**src/acc_pkg.sv**
```systemverilog
package acc_pkg;

  // ****************************************
  // Sizes
  // ****************************************
  localparam int unsigned NUM_CH = 4;
  localparam int unsigned FSEL_W = 2;

  // ****************************************
  // Register offsets (word addresses)
  // ****************************************
  localparam logic [3:0] OFS_ENABLE  = 4'h0;  // Per-channel operation enable
  localparam logic [3:0] OFS_REFSEL  = 4'h1;  // 1 = internal reference
  localparam logic [3:0] OFS_OUTEN   = 4'h2;  // Result pin drive enable
  localparam logic [3:0] OFS_MODE    = 4'h3;  // Window, speed, filter
  localparam logic [3:0] OFS_FLAG    = 4'h4;  // Result flags, read only
  localparam logic [3:0] OFS_IRQ_ST  = 4'h5;  // Sticky change status, read only
  localparam logic [3:0] OFS_IRQ_CLR = 4'h6;  // Write one to clear
  localparam logic [3:0] OFS_IRQ_EN  = 4'h7;  // Interrupt enable

  // ****************************************
  // Mode register fields
  // ****************************************
  localparam int unsigned MODE_WIN_BIT   = 0;
  localparam int unsigned MODE_SPEED_BIT = 1;  // 1 = high speed
  localparam int unsigned MODE_FEN_BIT   = 2;
  localparam int unsigned MODE_FSEL_LSB  = 3;

  // ****************************************
  // Reset values
  // ****************************************
  localparam logic [3:0] ENABLE_RST = 4'h0;
  localparam logic [3:0] REFSEL_RST = 4'h0;
  localparam logic [3:0] OUTEN_RST  = 4'h0;
  localparam logic [4:0] MODE_RST   = 5'h00;
  localparam logic [3:0] IRQEN_RST  = 4'h0;

  // ****************************************
  // Filter sampling dividers (clk cycles per sample)
  // ****************************************
  localparam logic [7:0] FDIV_0 = 8'h01;
  localparam logic [7:0] FDIV_1 = 8'h08;
  localparam logic [7:0] FDIV_2 = 8'h20;
  localparam logic [7:0] FDIV_3 = 8'h80;
  localparam int unsigned FILT_SAMPLES = 3;

endpackage

```
**src/acc_filter.sv**
```systemverilog
`timescale 1ns/100ps
// ****************************************
// Per-channel majority-free digital filter
// ****************************************
module acc_filter #(
  parameter int unsigned SAMPLES = acc_pkg::FILT_SAMPLES
) (
  // Clock and reset
  input  wire logic clk,
  input  wire logic rst_n,
  // Control
  input  wire logic filt_en,
  input  wire logic sample_en,
  // Data
  input  wire logic raw_in,
  output logic      filt_out
);

  logic [SAMPLES-1:0] hist_q;
  logic               out_q;

  // Shift history on each sample tick
  always_ff @(posedge clk or negedge rst_n) begin
    if (!rst_n) begin
      hist_q <= '0;
    end else if (sample_en) begin
      hist_q <= {hist_q[SAMPLES-2:0], raw_in};
    end
  end

  // Output moves only after SAMPLES equal samples; bypass follows raw
  always_ff @(posedge clk or negedge rst_n) begin
    if (!rst_n) begin
      out_q <= 1'b0;
    end else if (!filt_en) begin
      out_q <= raw_in;
    end else if (&hist_q) begin
      out_q <= 1'b1;
    end else if (~|hist_q) begin
      out_q <= 1'b0;
    end
  end

  assign filt_out = out_q;

endmodule

```
**src/acc_top.sv**
```systemverilog
// The placing of the registers and the strobed register port were chosen for this implementation.
`timescale 1ns/100ps
// Function
// RULE_01 - Four independent channels 0..3 each compare their own analog input with a selected reference.
// RULE_02 - Software picks, per channel, the external reference pin or the internal reference.
// RULE_03 - Each result is a readable flag and can optionally drive a per-channel result pin.
// RULE_04 - Each channel raises its own interrupt request when its result changes.
// RULE_05 - Two events go to the event link controller: channel 0 change, and channel 0 or 1 change.
// RULE_06 - An optional digital filter per result can be enabled or bypassed, with selectable sample rate.
// RULE_07 - Software enables window mode, where a channel reports its input between low and high references.
// RULE_08 - Software selects a high-speed or low-speed comparator response.
// RULE_09 - Without window mode the flag is 1 above the reference and 0 below it.
// RULE_10 - With window mode the flag is 1 inside the window and 0 below or above it.
// RULE_11 - A disabled channel's flag reads 0 whatever the mode.
// RULE_12 - A change is a difference between consecutive filtered samples and gives one-cycle pulses.
module acc_top (
  // Clock and reset
  input  wire logic                      clk,
  input  wire logic                      rst_n,
  // Register port
  input  wire logic [3:0]                reg_addr,
  input  wire logic [7:0]                reg_wdata,
  input  wire logic                      reg_wr,
  input  wire logic                      reg_rd,
  output logic      [7:0]                reg_rdata,
  // Analog front ends (asynchronous comparator outputs)
  input  wire logic [acc_pkg::NUM_CH-1:0] cmp_above_ref,
  input  wire logic [acc_pkg::NUM_CH-1:0] cmp_above_low,
  input  wire logic [acc_pkg::NUM_CH-1:0] cmp_above_high,
  // Front end control
  output logic      [acc_pkg::NUM_CH-1:0] comparator_enable,
  output logic      [acc_pkg::NUM_CH-1:0] ref_internal_sel,
  output logic                           high_speed_mode,
  output logic                           window_mode,
  // Result pins
  output logic      [acc_pkg::NUM_CH-1:0] comparator_result_output,
  output logic      [acc_pkg::NUM_CH-1:0] result_output_oe,
  // Interrupts and events
  output logic      [acc_pkg::NUM_CH-1:0] change_irq_pulse,
  output logic                           irq,
  output logic                           elc_event_ch0,
  output logic                           elc_event_ch01
);

  localparam int unsigned N = acc_pkg::NUM_CH;

  // ****************************************
  // Registers
  // ****************************************
  logic [N-1:0] enable_q;
  logic [N-1:0] refsel_q;
  logic [N-1:0] outen_q;
  logic [4:0]   mode_q;
  logic [N-1:0] irq_st_q;
  logic [N-1:0] irq_en_q;
  logic [7:0]   rdata_q;

  logic         win_en;
  logic         filt_en;
  logic [1:0]   fsel;

  // Mode register fields
  assign win_en  = mode_q[acc_pkg::MODE_WIN_BIT];
  assign filt_en = mode_q[acc_pkg::MODE_FEN_BIT];
  assign fsel    = mode_q[acc_pkg::MODE_FSEL_LSB +: acc_pkg::FSEL_W];

  // Decode used by every write path
  function automatic logic wr_hit(input logic [3:0] a, input logic [3:0] ofs, input logic wr);
    wr_hit = wr && (a == ofs);
  endfunction

  // ****************************************
  // Control registers
  // ****************************************
  // Channel enables; also start and stop the front ends
  always_ff @(posedge clk or negedge rst_n) begin
    if (!rst_n) begin
      enable_q <= acc_pkg::ENABLE_RST;
    end else if (wr_hit(reg_addr, acc_pkg::OFS_ENABLE, reg_wr)) begin
      enable_q <= reg_wdata[N-1:0];  // [RULE_01]
    end
  end

  // Reference choice; the front end does the switching
  always_ff @(posedge clk or negedge rst_n) begin
    if (!rst_n) begin
      refsel_q <= acc_pkg::REFSEL_RST;
    end else if (wr_hit(reg_addr, acc_pkg::OFS_REFSEL, reg_wr)) begin
      refsel_q <= reg_wdata[N-1:0];  // [RULE_02]
    end
  end

  // Result pin drive enables
  always_ff @(posedge clk or negedge rst_n) begin
    if (!rst_n) begin
      outen_q <= acc_pkg::OUTEN_RST;
    end else if (wr_hit(reg_addr, acc_pkg::OFS_OUTEN, reg_wr)) begin
      outen_q <= reg_wdata[N-1:0];  // [RULE_03]
    end
  end

  // Window, speed and filter settings
  always_ff @(posedge clk or negedge rst_n) begin
    if (!rst_n) begin
      mode_q <= acc_pkg::MODE_RST;
    end else if (wr_hit(reg_addr, acc_pkg::OFS_MODE, reg_wr)) begin
      mode_q <= reg_wdata[4:0];  // [RULE_07] [RULE_08] [RULE_06]
    end
  end

  // Interrupt enables, same layout as the status
  always_ff @(posedge clk or negedge rst_n) begin
    if (!rst_n) begin
      irq_en_q <= acc_pkg::IRQEN_RST;
    end else if (wr_hit(reg_addr, acc_pkg::OFS_IRQ_EN, reg_wr)) begin
      irq_en_q <= reg_wdata[N-1:0];
    end
  end

  // ****************************************
  // Input synchronisers
  // ****************************************
  logic [N-1:0] ref_s1_q, ref_s2_q;
  logic [N-1:0] low_s1_q, low_s2_q;
  logic [N-1:0] high_s1_q, high_s2_q;

  // Above-reference outputs are asynchronous; two stages before use
  always_ff @(posedge clk or negedge rst_n) begin
    if (!rst_n) begin
      ref_s1_q <= '0;
      ref_s2_q <= '0;
    end else begin
      ref_s1_q <= cmp_above_ref;
      ref_s2_q <= ref_s1_q;
    end
  end

  // Window low-side outputs, same two stages
  always_ff @(posedge clk or negedge rst_n) begin
    if (!rst_n) begin
      low_s1_q <= '0;
      low_s2_q <= '0;
    end else begin
      low_s1_q <= cmp_above_low;
      low_s2_q <= low_s1_q;
    end
  end

  // Window high-side outputs, same two stages
  always_ff @(posedge clk or negedge rst_n) begin
    if (!rst_n) begin
      high_s1_q <= '0;
      high_s2_q <= '0;
    end else begin
      high_s1_q <= cmp_above_high;
      high_s2_q <= high_s1_q;
    end
  end

  // ****************************************
  // Filter sample divider
  // ****************************************
  logic [7:0] div_cnt_q;
  logic [7:0] div_lim;
  logic       sample_en;

  // Divider limit from selected sampling rate
  always_comb begin
    case (fsel)
      2'h0:    div_lim = acc_pkg::FDIV_0;
      2'h1:    div_lim = acc_pkg::FDIV_1;
      2'h2:    div_lim = acc_pkg::FDIV_2;
      default: div_lim = acc_pkg::FDIV_3;
    endcase
  end

  // Tick on the last count; a limit of one ticks every clock
  assign sample_en = (div_cnt_q >= div_lim - 8'h01);

  // Free-running divider gives one-cycle sample ticks
  always_ff @(posedge clk or negedge rst_n) begin
    if (!rst_n) begin
      div_cnt_q <= 8'h00;
    end else if (sample_en) begin
      div_cnt_q <= 8'h00;  // [RULE_06]
    end else begin
      div_cnt_q <= div_cnt_q + 8'h01;
    end
  end

  // ****************************************
  // Per-channel result path
  // ****************************************
  logic [N-1:0] raw_res;
  logic [N-1:0] filt_res;
  logic [N-1:0] flag_q;
  logic [N-1:0] change;

  genvar g;
  generate
    for (g = 0; g < N; g++) begin : g_ch
      // Window: strictly above low and not above high; disabled forces 0
      assign raw_res[g] = enable_q[g] &&  // [RULE_11]
                          (win_en ? (low_s2_q[g] && !high_s2_q[g])  // [RULE_10] [RULE_07]
                                  : ref_s2_q[g]);  // [RULE_09]

      acc_filter u_filt (
        .clk       (clk),
        .rst_n     (rst_n),
        .filt_en   (filt_en),
        .sample_en (sample_en),
        .raw_in    (raw_res[g]),
        .filt_out  (filt_res[g])
      );
    end
  endgenerate

  // Disable also clears the flag at once, bypassing filter latency
  always_ff @(posedge clk or negedge rst_n) begin
    if (!rst_n) begin
      flag_q <= '0;
    end else begin
      flag_q <= filt_res & enable_q;  // [RULE_03] [RULE_11]
    end
  end

  // Change against the last flag; a disable itself gives a 1 to 0 change
  assign change = (filt_res & enable_q) ^ flag_q;  // [RULE_12]

  // ****************************************
  // Interrupts and events
  // ****************************************
  logic [N-1:0] pulse_q;
  logic         ev0_q;
  logic         ev01_q;
  logic         irq_q;
  logic [N-1:0] clr_mask;
  logic [N-1:0] st_next;

  // Clear mask only during a write to the clear offset
  assign clr_mask = wr_hit(reg_addr, acc_pkg::OFS_IRQ_CLR, reg_wr) ? reg_wdata[N-1:0] : '0;

  // Next status; a new change wins over a clear in the same cycle
  assign st_next = (irq_st_q & ~clr_mask) | change;  // [RULE_04]

  // One-cycle change pulses, one per channel
  always_ff @(posedge clk or negedge rst_n) begin
    if (!rst_n) begin
      pulse_q <= '0;
    end else begin
      pulse_q <= change;  // [RULE_04] [RULE_12]
    end
  end

  // Event link pulses; channel 0 alone, and channel 0 or 1
  always_ff @(posedge clk or negedge rst_n) begin
    if (!rst_n) begin
      ev0_q  <= 1'b0;
      ev01_q <= 1'b0;
    end else begin
      ev0_q  <= change[0];  // [RULE_05]
      ev01_q <= change[0] | change[1];  // [RULE_05]
    end
  end

  // Sticky status, held until software clears it
  always_ff @(posedge clk or negedge rst_n) begin
    if (!rst_n) begin
      irq_st_q <= '0;
    end else begin
      irq_st_q <= st_next;  // [RULE_04]
    end
  end

  // Level interrupt from next status, so it drops with the clear
  always_ff @(posedge clk or negedge rst_n) begin
    if (!rst_n) begin
      irq_q <= 1'b0;
    end else begin
      irq_q <= |(st_next & irq_en_q);  // [RULE_04]
    end
  end

  // ****************************************
  // Read port
  // ****************************************
  // Unmapped offsets read zero
  always_ff @(posedge clk or negedge rst_n) begin
    if (!rst_n) begin
      rdata_q <= 8'h00;
    end else if (reg_rd) begin
      case (reg_addr)
        acc_pkg::OFS_ENABLE: rdata_q <= {4'h0, enable_q};
        acc_pkg::OFS_REFSEL: rdata_q <= {4'h0, refsel_q};
        acc_pkg::OFS_OUTEN:  rdata_q <= {4'h0, outen_q};
        acc_pkg::OFS_MODE:   rdata_q <= {3'h0, mode_q};
        acc_pkg::OFS_FLAG:   rdata_q <= {4'h0, flag_q};  // [RULE_03]
        acc_pkg::OFS_IRQ_ST: rdata_q <= {4'h0, irq_st_q};
        acc_pkg::OFS_IRQ_EN: rdata_q <= {4'h0, irq_en_q};
        default:             rdata_q <= 8'h00;
      endcase
    end else begin
      rdata_q <= 8'h00;
    end
  end

  // ****************************************
  // Output pins
  // ****************************************
  logic [N-1:0] res_out_q;
  logic [N-1:0] oe_q;

  // Pin level follows the flag one cycle later, after its pulse
  always_ff @(posedge clk or negedge rst_n) begin
    if (!rst_n) begin
      res_out_q <= '0;
    end else begin
      res_out_q <= flag_q & outen_q;  // [RULE_03]
    end
  end

  // Drive enable in step with the pin level, so no stale level leaks out
  always_ff @(posedge clk or negedge rst_n) begin
    if (!rst_n) begin
      oe_q <= '0;
    end else begin
      oe_q <= outen_q;  // [RULE_03]
    end
  end

  // Every port straight from a flop
  assign reg_rdata                = rdata_q;
  assign comparator_enable        = enable_q;
  assign ref_internal_sel         = refsel_q;  // [RULE_02]
  assign high_speed_mode          = mode_q[acc_pkg::MODE_SPEED_BIT];  // [RULE_08]
  assign window_mode              = win_en;
  assign comparator_result_output = res_out_q;
  assign result_output_oe         = oe_q;
  assign change_irq_pulse         = pulse_q;
  assign irq                      = irq_q;
  assign elc_event_ch0            = ev0_q;
  assign elc_event_ch01           = ev01_q;

endmodule

```
**config.mk**
```make
export PLATFORM = sky130hd
export DESIGN_NAME = acc_top
export DESIGN_NICKNAME = d
export VERILOG_FILES = /design/src/acc_pkg.sv /design/src/acc_filter.sv /design/src/acc_top.sv
export SDC_FILE = /design/constraint.sdc
export NUM_CORES = 1
export LEC_CHECK = 0
export BUFFER_PORTS_ARGS = -buffer_cell sky130_fd_sc_hd__buf_2
export CAP_MARGIN = 20
export CORE_MARGIN = 4
export CORE_UTILIZATION = 56
export CTS_CLUSTER_DIAMETER = 200
export DETAILED_ROUTE_END_ITERATION = 10
export PLACE_DENSITY = 0.79
export SLEW_MARGIN = 5
export SYNTH_ARGS = -nofsm -noshare
export SYNTH_HDL_FRONTEND = slang
export SYNTH_SLANG_ARGS = --single-unit
```
**constraint.sdc**
```tcl
create_clock -name clk -period 2.45 [get_ports clk]
set_input_delay 0.3675 -clock clk [delete_from_list [all_inputs] [get_ports clk]]
set_output_delay 0.3675 -clock clk [all_outputs]
set_load 0.05 [all_outputs]
```
---- Yosys cells after proc, flatten, opt, wreduce, memory -nomap -nowiden ----
Index checks and enable logic that the tools add are counted.
storage, ports and cells
  input bits .............................. 28
  RAM bits ................................ 0
  memory bits (read-only) ................. 0
  memories kept ........................... 0
  register bits ........................... 100
  bits in latches ......................... 0
operators by class
  $add $sub $neg .......................... 2
  shift-type cells ........................ 0
  div/mod/pow operators ................... 0
  bitwise logic cells ..................... 8
  $lt $le $gt $ge ......................... 1
  reduce and logical (&&, ||, !) cells .... 29
  multiplexer cells ....................... 21
  multiply operators ...................... 0
  equal/unequal tests ..................... 13
operators by type and width
  operator             number
  $pmux 5 s7           1
  $pmux 8 s3           1
  $and 4x4->4          4
  $eq 4x3->1 const B   4
  $mux 1               16
  $mux 8               2
  $logic_and 1x1->1    14
  $ne 3x2->1 const B   4
  $reduce_and 3->1     4
  $reduce_or 3->1      4
  $add 8x1->8 const B  1
  $eq 4x2->1 const B   2
  $ge 8x8->1           1
  $sub 8x1->8 const B  1
  $eq 4x1->1 const B   1
  $logic_not 1->1      4
  $logic_not 4->1      1
  $mux 4               1
  $not 4->4            1
  $or 4x4->4           1
  $reduce_or 4->1      1
  $xor 4x4->4          1
  $eq 2x1->1 const B   1
  $eq 2x2->1 const B   1
  other kinds (2)      2

---- Longest topological paths before layout ----
Gate-level depths: netlist of the first run.
  depth in word-level cells ............... 8
  mapped depth ............................ 10
  mapped depth without buffers ............ 9

---- By module ----
From an unflattened synthesis of the first run, not the netlist that was laid out.
second synthesis, totals
  cells, all modules ...................... 312
  area, all modules ....................... 3958.8 µm²
modules (own cells, without submodules)
  module      seq. area each (µm²)  area each (µm²)  instances  cells each
  acc_top     2001.9                3298.2           1          260
  acc_filter  100.1                 165.2            4          13

---- Worst setup path before layout of the first run ----
No wires, ideal clock.
  path kind ............................... reg-to-reg
  start point ............................. register mode_q[4]
  end point ............................... register g_ch[0].u_filt.hist_q[0]
  data required time ...................... 2.325 ns
  period minus slack after synthesis ...... 2.134 ns
  library setup time ...................... 0.125 ns
  cell stages (with the launch flop) ...... 11
  data arrival time ....................... 2.009 ns
  path slack .............................. 0.316 ns
  path buffers ............................ 1
  path through ............................ dfrtp_1 -> nor2_1 -> inv_1 -> ha_1 -> inv_1 -> ha_1 -> and4_4 -> a221oi_2 -> o211ai_2 -> buf_6 -> mux2_4
between the ends
  cells in the longest elaborated chain, start to end .. 4
  elaborated cells between the ends (all ways) .. 6
  classes of those cells .................. add/sub: 1; order compare: 1; eq/ne: 2; mux: 1; reduce/logical: 1
RTL lines
  element                             RTL line          source
  from (decl)                         acc_top.sv:53     logic [4:0] mode_q;
  from (signal assigned)              acc_top.sv:105    mode_q <= acc_pkg::MODE_RST;
  from (signal assigned)              acc_top.sv:107    mode_q <= reg_wdata[4:0];
  $eq 2x2->1 (tied with other cells)  acc_top.sv:169    case (fsel)
  $pmux 8 s3 *                        acc_top.sv:169
  $sub 8x1->8 *                       acc_top.sv:178    assign sample_en = (div_cnt_q >= div_lim - 8'h01);
  $ge 8x8->1 *                        acc_top.sv:178
  to (signal assigned)                acc_filter.sv:27  hist_q <= {hist_q[SAMPLES-2:0], raw_in};
  to (decl)                           acc_filter.sv:19  logic [SAMPLES-1:0] hist_q;
Every way passes the cells marked *; elsewhere a longest branch is shown, timed or not.
A chain may end at the register's enable or synchronous reset.

---- Worst setup path after layout of the first run ----
  start point ............................. register mode_q[4]
  end point ............................... register g_ch[1].u_filt.hist_q[0]
between the ends
  cells in the longest elaborated chain, start to end .. 4
  elaborated cells between the ends (all ways) .. 6
  classes of those cells .................. add/sub: 1; order compare: 1; eq/ne: 2; mux: 1; reduce/logical: 1
RTL lines
  element                             RTL line
  $eq 2x2->1 (tied with other cells)  acc_top.sv:169
  $pmux 8 s3 *                        acc_top.sv:169
  $sub 8x1->8 *                       acc_top.sv:178
  $ge 8x8->1 *                        acc_top.sv:178
  to (signal assigned)                acc_filter.sv:27
  to (decl)                           acc_filter.sv:19
Marks and branches as above.

==> metrics.txt, run 1 <==
Fmax approximately 440 MHz; combinational family with the most area after synthesis multiplexers; Hold Crit Class in2async; PortBufs between 50 and 60; Synth Area per Inst 12.53 um^2; top-count cell post-synth dfrtp_1; n_diodes 0; Lkg Pwr 2.275 nW; Die Span Y 93.15 um; Worst EP arrival between 2000 and 3000 ps; multiplexer share of the synthesized area between 10% and 20%; largest net degree at the start of global routing 52; Worst EP required 2690 ps; final slew viol count 0; fin worst setup slack ~150 ps; WL per Instance about 15 um; Clock Tree Buf Depth 2; net total in the final layout ~420; hold_ws between 20 and 25 ps; Fill cells around 560; synth warn 0; mapped cell area between 0.004 and 0.005 mm^2; CTS tree done; min cycle time layout approximately 2300 ps; XOR/XNOR Fraction of Synth Area between 1.5 and 2%; Multi-input gate area about 0.0015 mm^2; Die X 93.15 um; CTS Buf Count 9; pre-CTS setup slack 103.0 ps; RSZ-0062 raised after global routing no; Hold Violations, Final 0; post-route clock period utilization a little over nine tenths; Initial Utilization about three fifths; CP max FO 13; placed cell count approximately 470; crit end category flop; total clock sinks between 90 and 100; maximum VDD drop 0.5076 mV; drt pass-1 iters 5; number of synthesized flops with an enable pin 0; worst skew pair latency between 300 and 400 ps; sequential-to-total area share from yosys stat around three fifths; final core utilization about two thirds; final setup vio count 0; routed vias ~2.6k; Layout area overhead 12.51%; Startpoint Class flop; global route overflow 0; Synth Flop Type dfrtp_1; Worst slew margin between 50% and 60%; Adder-Cell Fraction of Synth Area roughly 2.5%; flops & latches, synth between 90 and 100; share of flip-flops with an asynchronous set or reset 100.0%; area taken by flip-flops and latches 0.002405 mm^2; post-route ant nets 0; library cells used by synthesis 54; die area ~0.0087 mm^2; post-synth top area share approximately three fifths; I/O Pins 61; crit path kind reg2reg; total negative slack 0 ps; core area about 0.0069 mm^2; ranking of synthesized cells by area dfrtp_1 59%, mux2_4 4.8%, mux2_1 3.1%; Post-Layout Cell Count 480; Post-synth top cells 96 x dfrtp_1, 22 x inv_1, 22 x nand2_1; drc violations 0; run status finished, final reports clean; Compound-Gate Fraction of Synth Area under 10%; Post-Synthesis Cells ~320; number of global-route vias before repair approximately 2.6k; Final GP Congestion between 0.8 and 0.9; simple-gate share of the synthesized area around 11%; row count 30; pwr dens ~940 mW/mm^2; H-Tree Depth 3; all-layer global routing usage 18.68%; root buffer cell clkbuf_8; initial antenna violation count 0; max_cap viols 0; final wirelength around 7.4 mm; first-pass GRT wire length approximately 13 mm; Yosys top cell by area dfrtp_1; clock skew around 7.4 ps; Reg clk slew, reported paths 90 ps; Vias/cell around 5.4; fraction of layout cells with a size suffix above 1 between 20% and 30%; Post-DP HPWL roughly 5.3 mm; initial DRC count around 160; Worst-Margin Slew between 600 and 700 ps
-- cells by family after synthesis --
kind of cell,count (synthesis)
xor+xnor,9
flops,96
compound gates,50
fa+ha+maj,8
simple gates,81
other cells,2
mux,40
buf+inv,38
-- layer usage --
metal	up-vias	routed length (um)	track usage, %
met5	-	0	0
met4	0	78	6.593
met3	7	434	4.103
met2	71	3605	29.45
met1	1284	3259	25.72
li1	1214	-	-
-- final cells by class --
type / count / share of cell area (%)
Multi-Input combinational cell: 192 / 32.51
Tap cell: 96 / 2.629
Timing Repair Buffer: 59 / 6.875
Inverter: 22 / 1.808
Sequential cell: 96 / 52.64
Clock buffer: 10 / 2.794
Clock inverter: 5 / 0.7395
-- sequential cells by signal, summed over array words and instances, names as in the netlist --
| signal | count |
|---|---|
| ref_internal_sel | 4 |
| low_s1_q | 4 |
| reg_rdata | 5 |
| outen_q | 4 |
| g_ch.u_filt.filt_out | 4 |
| irq_st_q | 4 |
| ref_s1_q | 4 |
| comparator_result_output | 4 |
| result_output_oe | 4 |
| high_s1_q | 4 |
| g_ch.u_filt.hist_q | 12 |
| div_cnt_q | 8 |
| high_s2_q | 4 |
| comparator_enable | 4 |
| change_irq_pulse | 4 |
| irq | 1 |
| low_s2_q | 4 |
| mode_q | 5 |
| elc_event_ch01 | 1 |
| flag_q | 4 |
| irq_en_q | 4 |
| ref_s2_q | 4 |
-- timing repair --
action                                  in CTS  in global routing
buffers inserted                             0                  0
endpoints found under the setup margin       0                 18
resized for setup                            0                  4
hold buffers                                 0                  0
-- power breakdown --
group / switching [mW] / total (mW) / internal [mW]
Sequential: 0.269 / 2.14 / 1.88
Clock: 0.511 / 0.874 / 0.363
Combinational: 0.758 / 1.27 / 0.516
Total: 1.54 / 4.29 / 2.76
-- stage by stage --
stage,cell area (um^2),power [mW]
finish,4568,4.293
global route,4568,4.555
CTS,4559,4.326
detailed placement,4398,3.443
global placement,4398,3.393
floorplan,4068,3.110
-- critical path, cell delays in order (launching register included) --
cell and delay (ps):
dfrtp_2 460, nor2_2 170, inv_1 70, ha_1 170
inv_1 60, ha_1 220, and4_4 170, a221oi_2 230
o211ai_2 130, buf_6 190, mux2_4 310
-- placed cells by master (no fill, tap or decap), drive strengths merged, types with 4 or more instances in the layout --
master,netlist,routed
a21oi,12,12
and2,9,9
and3,4,4
buf,14,59
clkbuf,2,10
conb,2,4
dfrtp,96,96
ha,8,8
inv,22,23
mux2,34,34
mux2i,5,5
nand2,22,22
nand3,13,13
nand3b,5,5
nor2,14,14
o21ai,11,11
o22ai,4,4
xor2,8,8
-- final timing paths --
kind                       slack, ps                  endpoint              start  cells past startpoint
hold reg to reg                  350               ref_s2_q[2]        ref_s1_q[2]                      0
hold / removal                    20               low_s1_q[2]              rst_n                      1
setup / recovery                 150  g_ch[1].u_filt.hist_q[0]          mode_q[4]                     10
setup reg to reg                 150  g_ch[1].u_filt.hist_q[0]          mode_q[4]                     10
min in group clk                 110              high_s1_q[2]  cmp_above_high[2]                      1
max in group asynchronous       1730              high_s2_q[3]              rst_n                      2
No activity file was read; power rests on OpenSTA's default activity.
==> inputs of run 2 (changes only) <==
Settings changed: ABC_AREA set to 1.
==> metrics.txt, run 2 <==
postcts setup bufs 0 (unchanged); run status finished, final reports clean (unchanged); simple-gate share of the synthesized area 18.42% (was 11.09%); Die Span Y 91.08 um (was 93.15 um); Yosys top cell by area dfrtp_1 (unchanged); synth warn 0 (unchanged); largest net degree at the start of global routing 60 (was 52); number of global-route vias before repair 2803 (was 2591); CTS Buf Count 9 (unchanged); total negative slack 0 ps (unchanged); Hold Violations, Final 0 (unchanged); first-pass GRT wire length 12.99 mm (was 12.56 mm); max_cap viols 0 (unchanged); most frequent cells in the layout 116 x nand2_1, 96 x dfrtp_1, 53 x buf_2, 45 x inv_1, 32 x o21ai_0 (was 94 x dfrtp_1, 53 x buf_2, 22 x nand2_1, 22 x inv_1); crit-path cells inv_1, nand2_1, ha_1, ha_1, inv_1, nor2_1, nand2_1, nand2_2, nand2_4, nand2_8, nand2_1, nand2_1 (was nor2_2, inv_1, ha_1, inv_1, ha_1, and4_4, a221oi_2, o211ai_2, buf_6, mux2_4); fraction of layout cells with a size suffix above 1 18.10% (was 28.13%); ranking of synthesized cells by area dfrtp_1 62%, nand2_1 11%, inv_1 4.4% (was dfrtp_1 59%, mux2_4 4.8%, mux2_1 3.1%); I/O Pins 61 (unchanged); hold_ws 102.3 ps (was 21.68 ps); RSZ-0062 raised after global routing no (unchanged); placed cell count 527 (was 465); Fmax 503.5 MHz (was 435.2 MHz); Worst EP arrival 2240 ps (was 2540 ps); pre-CTS setup slack 484.6 ps (was 103.0 ps); final core utilization 65.28% (was 66.14%); Final Instance Area 0.004410 mm^2 (was 0.004568 mm^2); Worst EP required 2700 ps (was 2690 ps); Pwr Total 4.310 mW (was 4.293 mW); post-route ant nets 0 (unchanged); Post-Layout Cell Count 544 (was 480); post-synth top area share 62.16% (was 59.17%); number of flip-flops in the largest register 12 (unchanged); r2r endpoint g_ch[2].u_filt.hist_q[0] (was g_ch[1].u_filt.hist_q[0]); routed vias 2874 (was 2576); root buffer cell clkbuf_8 (unchanged); CTS resizes 0 (unchanged); Synth Flop Type dfrtp_1 (unchanged); slowest cell on the critical path dfrtp_1 (was dfrtp_2); row count 30 (unchanged); n_diodes 0 (unchanged); Top reg by flops g_ch.u_filt.hist_q (unchanged); flops & latches, synth 96 (unchanged); Final GP Congestion 0.9012 (was 0.8149); combinational family with the most area after synthesis simple AND/OR/NAND/NOR gates (was multiplexers); global route overflow 0 (unchanged); final setup vio count 0 (unchanged); die area 0.008295 mm^2 (was 0.008677 mm^2); crit end category flop (unchanged); worst skew pair latency 370 ps (was 350 ps); final slew viol count 0 (unchanged); top-count cell post-synth nand2_1 (was dfrtp_1); H-Tree Depth 3 (unchanged); fin worst setup slack 463.8 ps (was 152.1 ps); Initial Utilization 57.20% (was 58.79%); Comb power frac 27.0% (was 29.7%); min cycle time layout 1986 ps (was 2298 ps); multiplexer share of the synthesized area 0% (was 12.42%); Top cell by count, worst path nand2_1; library cells used by synthesis 28 (was 54); Hold Path Stages 1; Reg clk slew, reported paths 90 ps (about the same); placed cell areas 0.004212 mm^2 (was 0.004398 mm^2); R2R Setup Slk 460 ps (was 150 ps); number of synthesized flops with an enable pin 0 (unchanged); final wirelength 7.743 mm (was 7.378 mm); post-route clock period utilization 81.07% (was 93.79%); Synth Area per Inst 9.735 um^2 (was 12.53 um^2); # hold bufs at CTS 1 (was 0); crit path kind reg2reg (unchanged); Critical R2R Launch mode_q[4] (unchanged); Lkg Pwr 2.450 nW (was 2.275 nW); Compound-Gate Fraction of Synth Area 8.644% (was 8.228%); CTS tree done (unchanged); Hold Crit Class in2reg (was in2async); initial DRC count 185 (was 157); commonest non-fill, non-tap cell in the layout nand2_1 (was dfrtp_1); Largest regs g_ch.u_filt.hist_q x12, div_cnt_q x8 (unchanged); FF-to-FF path depth 12 (was 10); Clock Tree Buf Depth 2 (unchanged); Post-synth top cells 116 x nand2_1, 96 x dfrtp_1, 45 x inv_1 (was 96 x dfrtp_1, 22 x inv_1, 22 x nand2_1); sequential-to-total area share from yosys stat 62.16% (was 59.17%); Post-Synthesis Cells 397 (was 324); PortBufs 54 (unchanged); sw power 1.637 mW (was 1.538 mW); Layout area overhead 14.11% (was 12.51%); Die X 91.08 um (was 93.15 um); drc violations 0 (unchanged); Clk pwr share 22.8% (was 20.4%); net total in the final layout 495 (was 416); mapped cell area 0.003865 mm^2 (was 0.004060 mm^2); Endpoint, Worst Hold ref_s1_q[1]; sw frac 37.98% (was 35.82%); Reg power frac 50.3% (was 50.0%); Adder-Cell Fraction of Synth Area 2.590% (was 2.465%); share of flip-flops with an asynchronous set or reset 100.0% (unchanged); CP max FO 19 (was 13); XOR/XNOR Fraction of Synth Area 2.039% (was 1.941%); Hold Startpoint cmp_above_ref[1]; Startpoint Class flop (unchanged); cell family with the largest share of critical-path delay simple AND/OR/NAND/NOR gates (was flip-flops); Pint 2.673 mW (was 2.755 mW); drt pass-1 iters 7 (was 5); Vias/cell 5.283 (was 5.367); Buffers & Inverters on Critical Path 2 (was 3); all-layer global routing usage 19.88% (was 18.68%); clock skew 10.73 ps (was 7.427 ps); initial antenna violation count 0 (unchanged); core area 0.006756 mm^2 (was 0.006907 mm^2); total clock sinks 96 (unchanged); WL per Instance 14.23 um (was 15.37 um); Post-DP HPWL 5.677 mm (was 5.346 mm); maximum VDD drop 0.5408 mV (was 0.5076 mV); crit-path max cell delay 430 ps (was 460 ps); pwr dens 977.3 mW/mm^2 (was 939.8 mW/mm^2)
==> run 2: changes by cell type after synthesis, moves of 10 or more <==
cell / change
inv_1: +23
mux2_1: -11
mux2_2: -10
mux2_4: -13
nand2_1: +94
nand3_1: +11
o21ai_0: +25
==> run 2: logic make-up (layout without fill, tap and decap cells) <==
logic type,Yosys count,count (layout)
AND/OR/NAND/NOR,170,170
flip-flops,96,96
AO/OA/AOI/OAI,59,59
buffers and inverters,53,118
XOR/XNOR,9,9
adder cells (fa/ha/maj),8,8
other,2,4
==> run 2: power groups by stage <==
| stage | registers (mW) | clock network, mW | logic, mW |
|---|---|---|---|
| 2_1_floorplan | 2.38 | 0 | 0.645 |
| 5_1_grt | 2.21 | 1.09 | 1.29 |
| 6_report | 2.17 | 0.982 | 1.16 |
| 3_3_place_gp | 2.17 | 0 | 1.12 |
| 4_1_cts | 2.16 | 1.01 | 1.17 |
| 3_5_place_dp | 2.19 | 0 | 1.17 |
==> run 2: per-layer routing <==
layer	track usage [%]	up-vias	routed length, um	part of all wire, %
met2	33.23	98	3869	50
li1	-	1377	-	-
met3	4.391	11	464	6.0
met1	25.22	1388	3291	43
met4	7.915	0	117	1.5
met5	0	-	0	0
==> run 2: cell type report <==
type	count	area (um^2)
clock buffer	10	137.6
fill	526	2346
clock inverter	6	51.30
tap	80	100.1
inverter	45	168.9
timing repair buffer	57	310.3
multi-input combinational	250	1240
sequential	96	2402
==> run 2: how the worst max path moves through the flow <==
| stage | cells past startpoint | endpoint | start | slack (ps) |
|---|---|---|---|---|
| after floorplan | 12 | g_ch[0].u_filt.hist_q[0] | mode_q[4] | 650 |
| after global placement | 12 | g_ch[0].u_filt.hist_q[1] | mode_q[4] | 520 |
| after detailed placement | 12 | g_ch[0].u_filt.hist_q[1] | mode_q[4] | 480 |
| after CTS | 12 | g_ch[2].u_filt.hist_q[0] | mode_q[4] | 460 |
| after global routing | 12 | g_ch[0].u_filt.hist_q[1] | mode_q[4] | 270 |
| final | 12 | g_ch[2].u_filt.hist_q[0] | mode_q[4] | 460 |
==> run 2: worst reg2reg max path: cells and delay by family (launching register included) <==
kind                       cells  cell delay, ps
and+or+nand+nor                8             710
adders and majority gates      2             580
buffers and inverters          2             170
DFF                            1             430
==> inputs of run 3 (changes only) <==
Clock period 2.45 ns to 2 ns, I/O delays scaled along.
==> metrics.txt, run 3 (synthesized netlist as in run 2, its figures left out) <==
Lkg Pwr 2.500 nW (was 2.450 nW); CP max FO 5 (was 19); Worst EP required 2270 ps (was 2700 ps); Largest regs g_ch.u_filt.hist_q x12, div_cnt_q x8 (unchanged); global route overflow 0 (unchanged); most frequent cells in the layout 116 x nand2_1, 95 x dfrtp_1, 53 x buf_2, 43 x inv_1, 32 x o21ai_0 (was 116 x nand2_1, 96 x dfrtp_1, 53 x buf_2, 45 x inv_1, 32 x o21ai_0); max_cap viols 0 (unchanged); Fmax 522.2 MHz (was 503.5 MHz); RSZ-0062 raised after global routing no (unchanged); I/O Pins 61 (unchanged); crit end category flop (unchanged); number of flip-flops in the largest register 12 (unchanged); CTS Buf Count 9 (unchanged); drt pass-1 iters 5 (was 7); run status finished, final reports clean (unchanged); Hold Violations, Final 0 (unchanged); row count 30 (unchanged); Hold Crit Class in2reg (unchanged); Reg clk slew, reported paths 100 ps (was 90 ps); initial antenna violation count 0 (unchanged); Top reg by flops g_ch.u_filt.hist_q (unchanged); placed cell areas 0.004247 mm^2 (was 0.004212 mm^2); post-route ant nets 0 (unchanged); Post-DP HPWL 5.565 mm (was 5.677 mm); Fill cells 526 (unchanged); routed vias 2858 (was 2874); clock skew 9.843 ps (was 10.73 ps); core area 0.006756 mm^2 (unchanged); final setup vio count 0 (unchanged); largest net degree at the start of global routing 62 (was 60); CTS tree done (unchanged); final wirelength 7.835 mm (was 7.743 mm); worst skew pair latency 370 ps (about the same); Vias/cell 5.178 (was 5.283); initial DRC count 142 (was 185); maximum VDD drop 0.6942 mV (was 0.5408 mV); Die Span Y 91.08 um (unchanged); post-route clock period utilization 95.75% (was 81.07%); die area 0.008295 mm^2 (unchanged); total negative slack 0 ps (unchanged); fraction of layout cells with a size suffix above 1 20.55% (was 18.10%); pwr dens 1205 mW/mm^2 (was 977.3 mW/mm^2); H-Tree Depth 3 (unchanged); PortBufs 54 (unchanged); drc violations 0 (unchanged); Initial Utilization 57.20% (unchanged); Final Instance Area 0.004531 mm^2 (was 0.004410 mm^2); root buffer cell clkbuf_8 (unchanged); Pwr Total 5.461 mW (was 4.310 mW); Die X 91.08 um (unchanged); n_diodes 0 (unchanged); final slew viol count 0 (unchanged); Startpoint Class flop (unchanged); Clock Tree Buf Depth 2 (unchanged); first-pass GRT wire length 12.83 mm (was 12.99 mm); commonest non-fill, non-tap cell in the layout nand2_1 (unchanged); Worst EP arrival 2180 ps (was 2240 ps); WL per Instance 14.19 um (was 14.23 um); Final GP Congestion 0.9141 (was 0.9012); all-layer global routing usage 19.47% (was 19.88%); number of global-route vias before repair 2761 (was 2803); Post-Layout Cell Count 552 (was 544); net total in the final layout 503 (was 495); min cycle time layout 1915 ps (was 1986 ps); fin worst setup slack 85.02 ps (was 463.8 ps); total clock sinks 96 (unchanged); pre-CTS setup slack 39.51 ps (was 484.6 ps); placed cell count 530 (was 527); Layout area overhead 17.22% (was 14.11%); crit path kind reg2reg (unchanged)
-- run 3: cell count changes in the layout (fill, tap and decap cells not counted), sizes merged --
cell	change
clkinvlp	+1
inv	+1
clkbuf	-1
buf	+4
clkinv	-1
nand2	+4
-- run 3: metal layers --
layer / routed length [um] / vias to the layer above / track usage (%) / share of wire (%)
li1: - / 1397 / - / -
met1: 3391 / 1361 / 25.43 / 43
met2: 3900 / 85 / 31.39 / 50
met3: 391 / 15 / 5.054 / 5.0
met4: 151 / 0 / 7.286 / 1.9
met5: 0 / - / 0 / 0
-- run 3: where the power goes --
part           total (mW)  internal (mW)  switching [mW]
clock                1.23          0.486           0.739
combinational        1.58          0.515            1.07
sequential           2.66           2.32           0.334
-- run 3: cell type report --
| class | count | area (um^2) | area share [%] |
|---|---|---|---|
| flip-flops and latches | 96 | 2404 | 53.05 |
| multi-input cells | 254 | 1311 | 28.94 |
| repair buffers | 61 | 352.8 | 7.788 |
| inverters | 45 | 168.9 | 3.728 |
| clock buffers | 9 | 123.9 | 2.734 |
| well taps | 80 | 100.1 | 2.209 |
| clock inverters | 7 | 70.07 | 1.547 |
-- run 3: worst paths after layout --
path / from / slack (ps) / endpoint / cells after the start
min: cmp_above_low[0] / 30 / low_s1_q[0] / 1
max reg2reg: mode_q[3] / 90 / g_ch[2].u_filt.hist_q[2] / 11
max: mode_q[3] / 90 / g_ch[2].u_filt.hist_q[2] / 11
min reg2reg: ref_s1_q[3] / 360 / ref_s2_q[3] / 0
min in group asynchronous: rst_n / 300 / irq_st_q[0] / 2
max in group asynchronous: rst_n / 1130 / mode_q[3] / 3
-- run 3: what timing repair did --
action	in CTS	in global routing
resized for setup	0	8
setup buffers	0	1
hold endpoints to repair	23	0
hold buffers	1	0
endpoints found under the setup margin	0	19
-- run 3: stage by stage --
| step | hold slack, ps | utilization, % |
|---|---|---|
| after floorplan | 4.409 | - |
| after global placement | 123.3 | 62.85 |
| after detailed placement | 125.7 | 62.85 |
| after CTS | 9.892 | 65.87 |
| after global routing | 0.5501 | 67.06 |
| final | 28.90 | 67.06 |
-- run 3: critical path, cell delays in order, from the launching register on --
cell	delay (ps)
dfrtp_2	440
buf_4	150
nor2_2	140
ha_1	270
a21oi_1	170
nand2_1	70
nand2_1	110
nand2_4	110
nand2_8	130
nand2_4	80
nand2_1	100
nand2_1	60
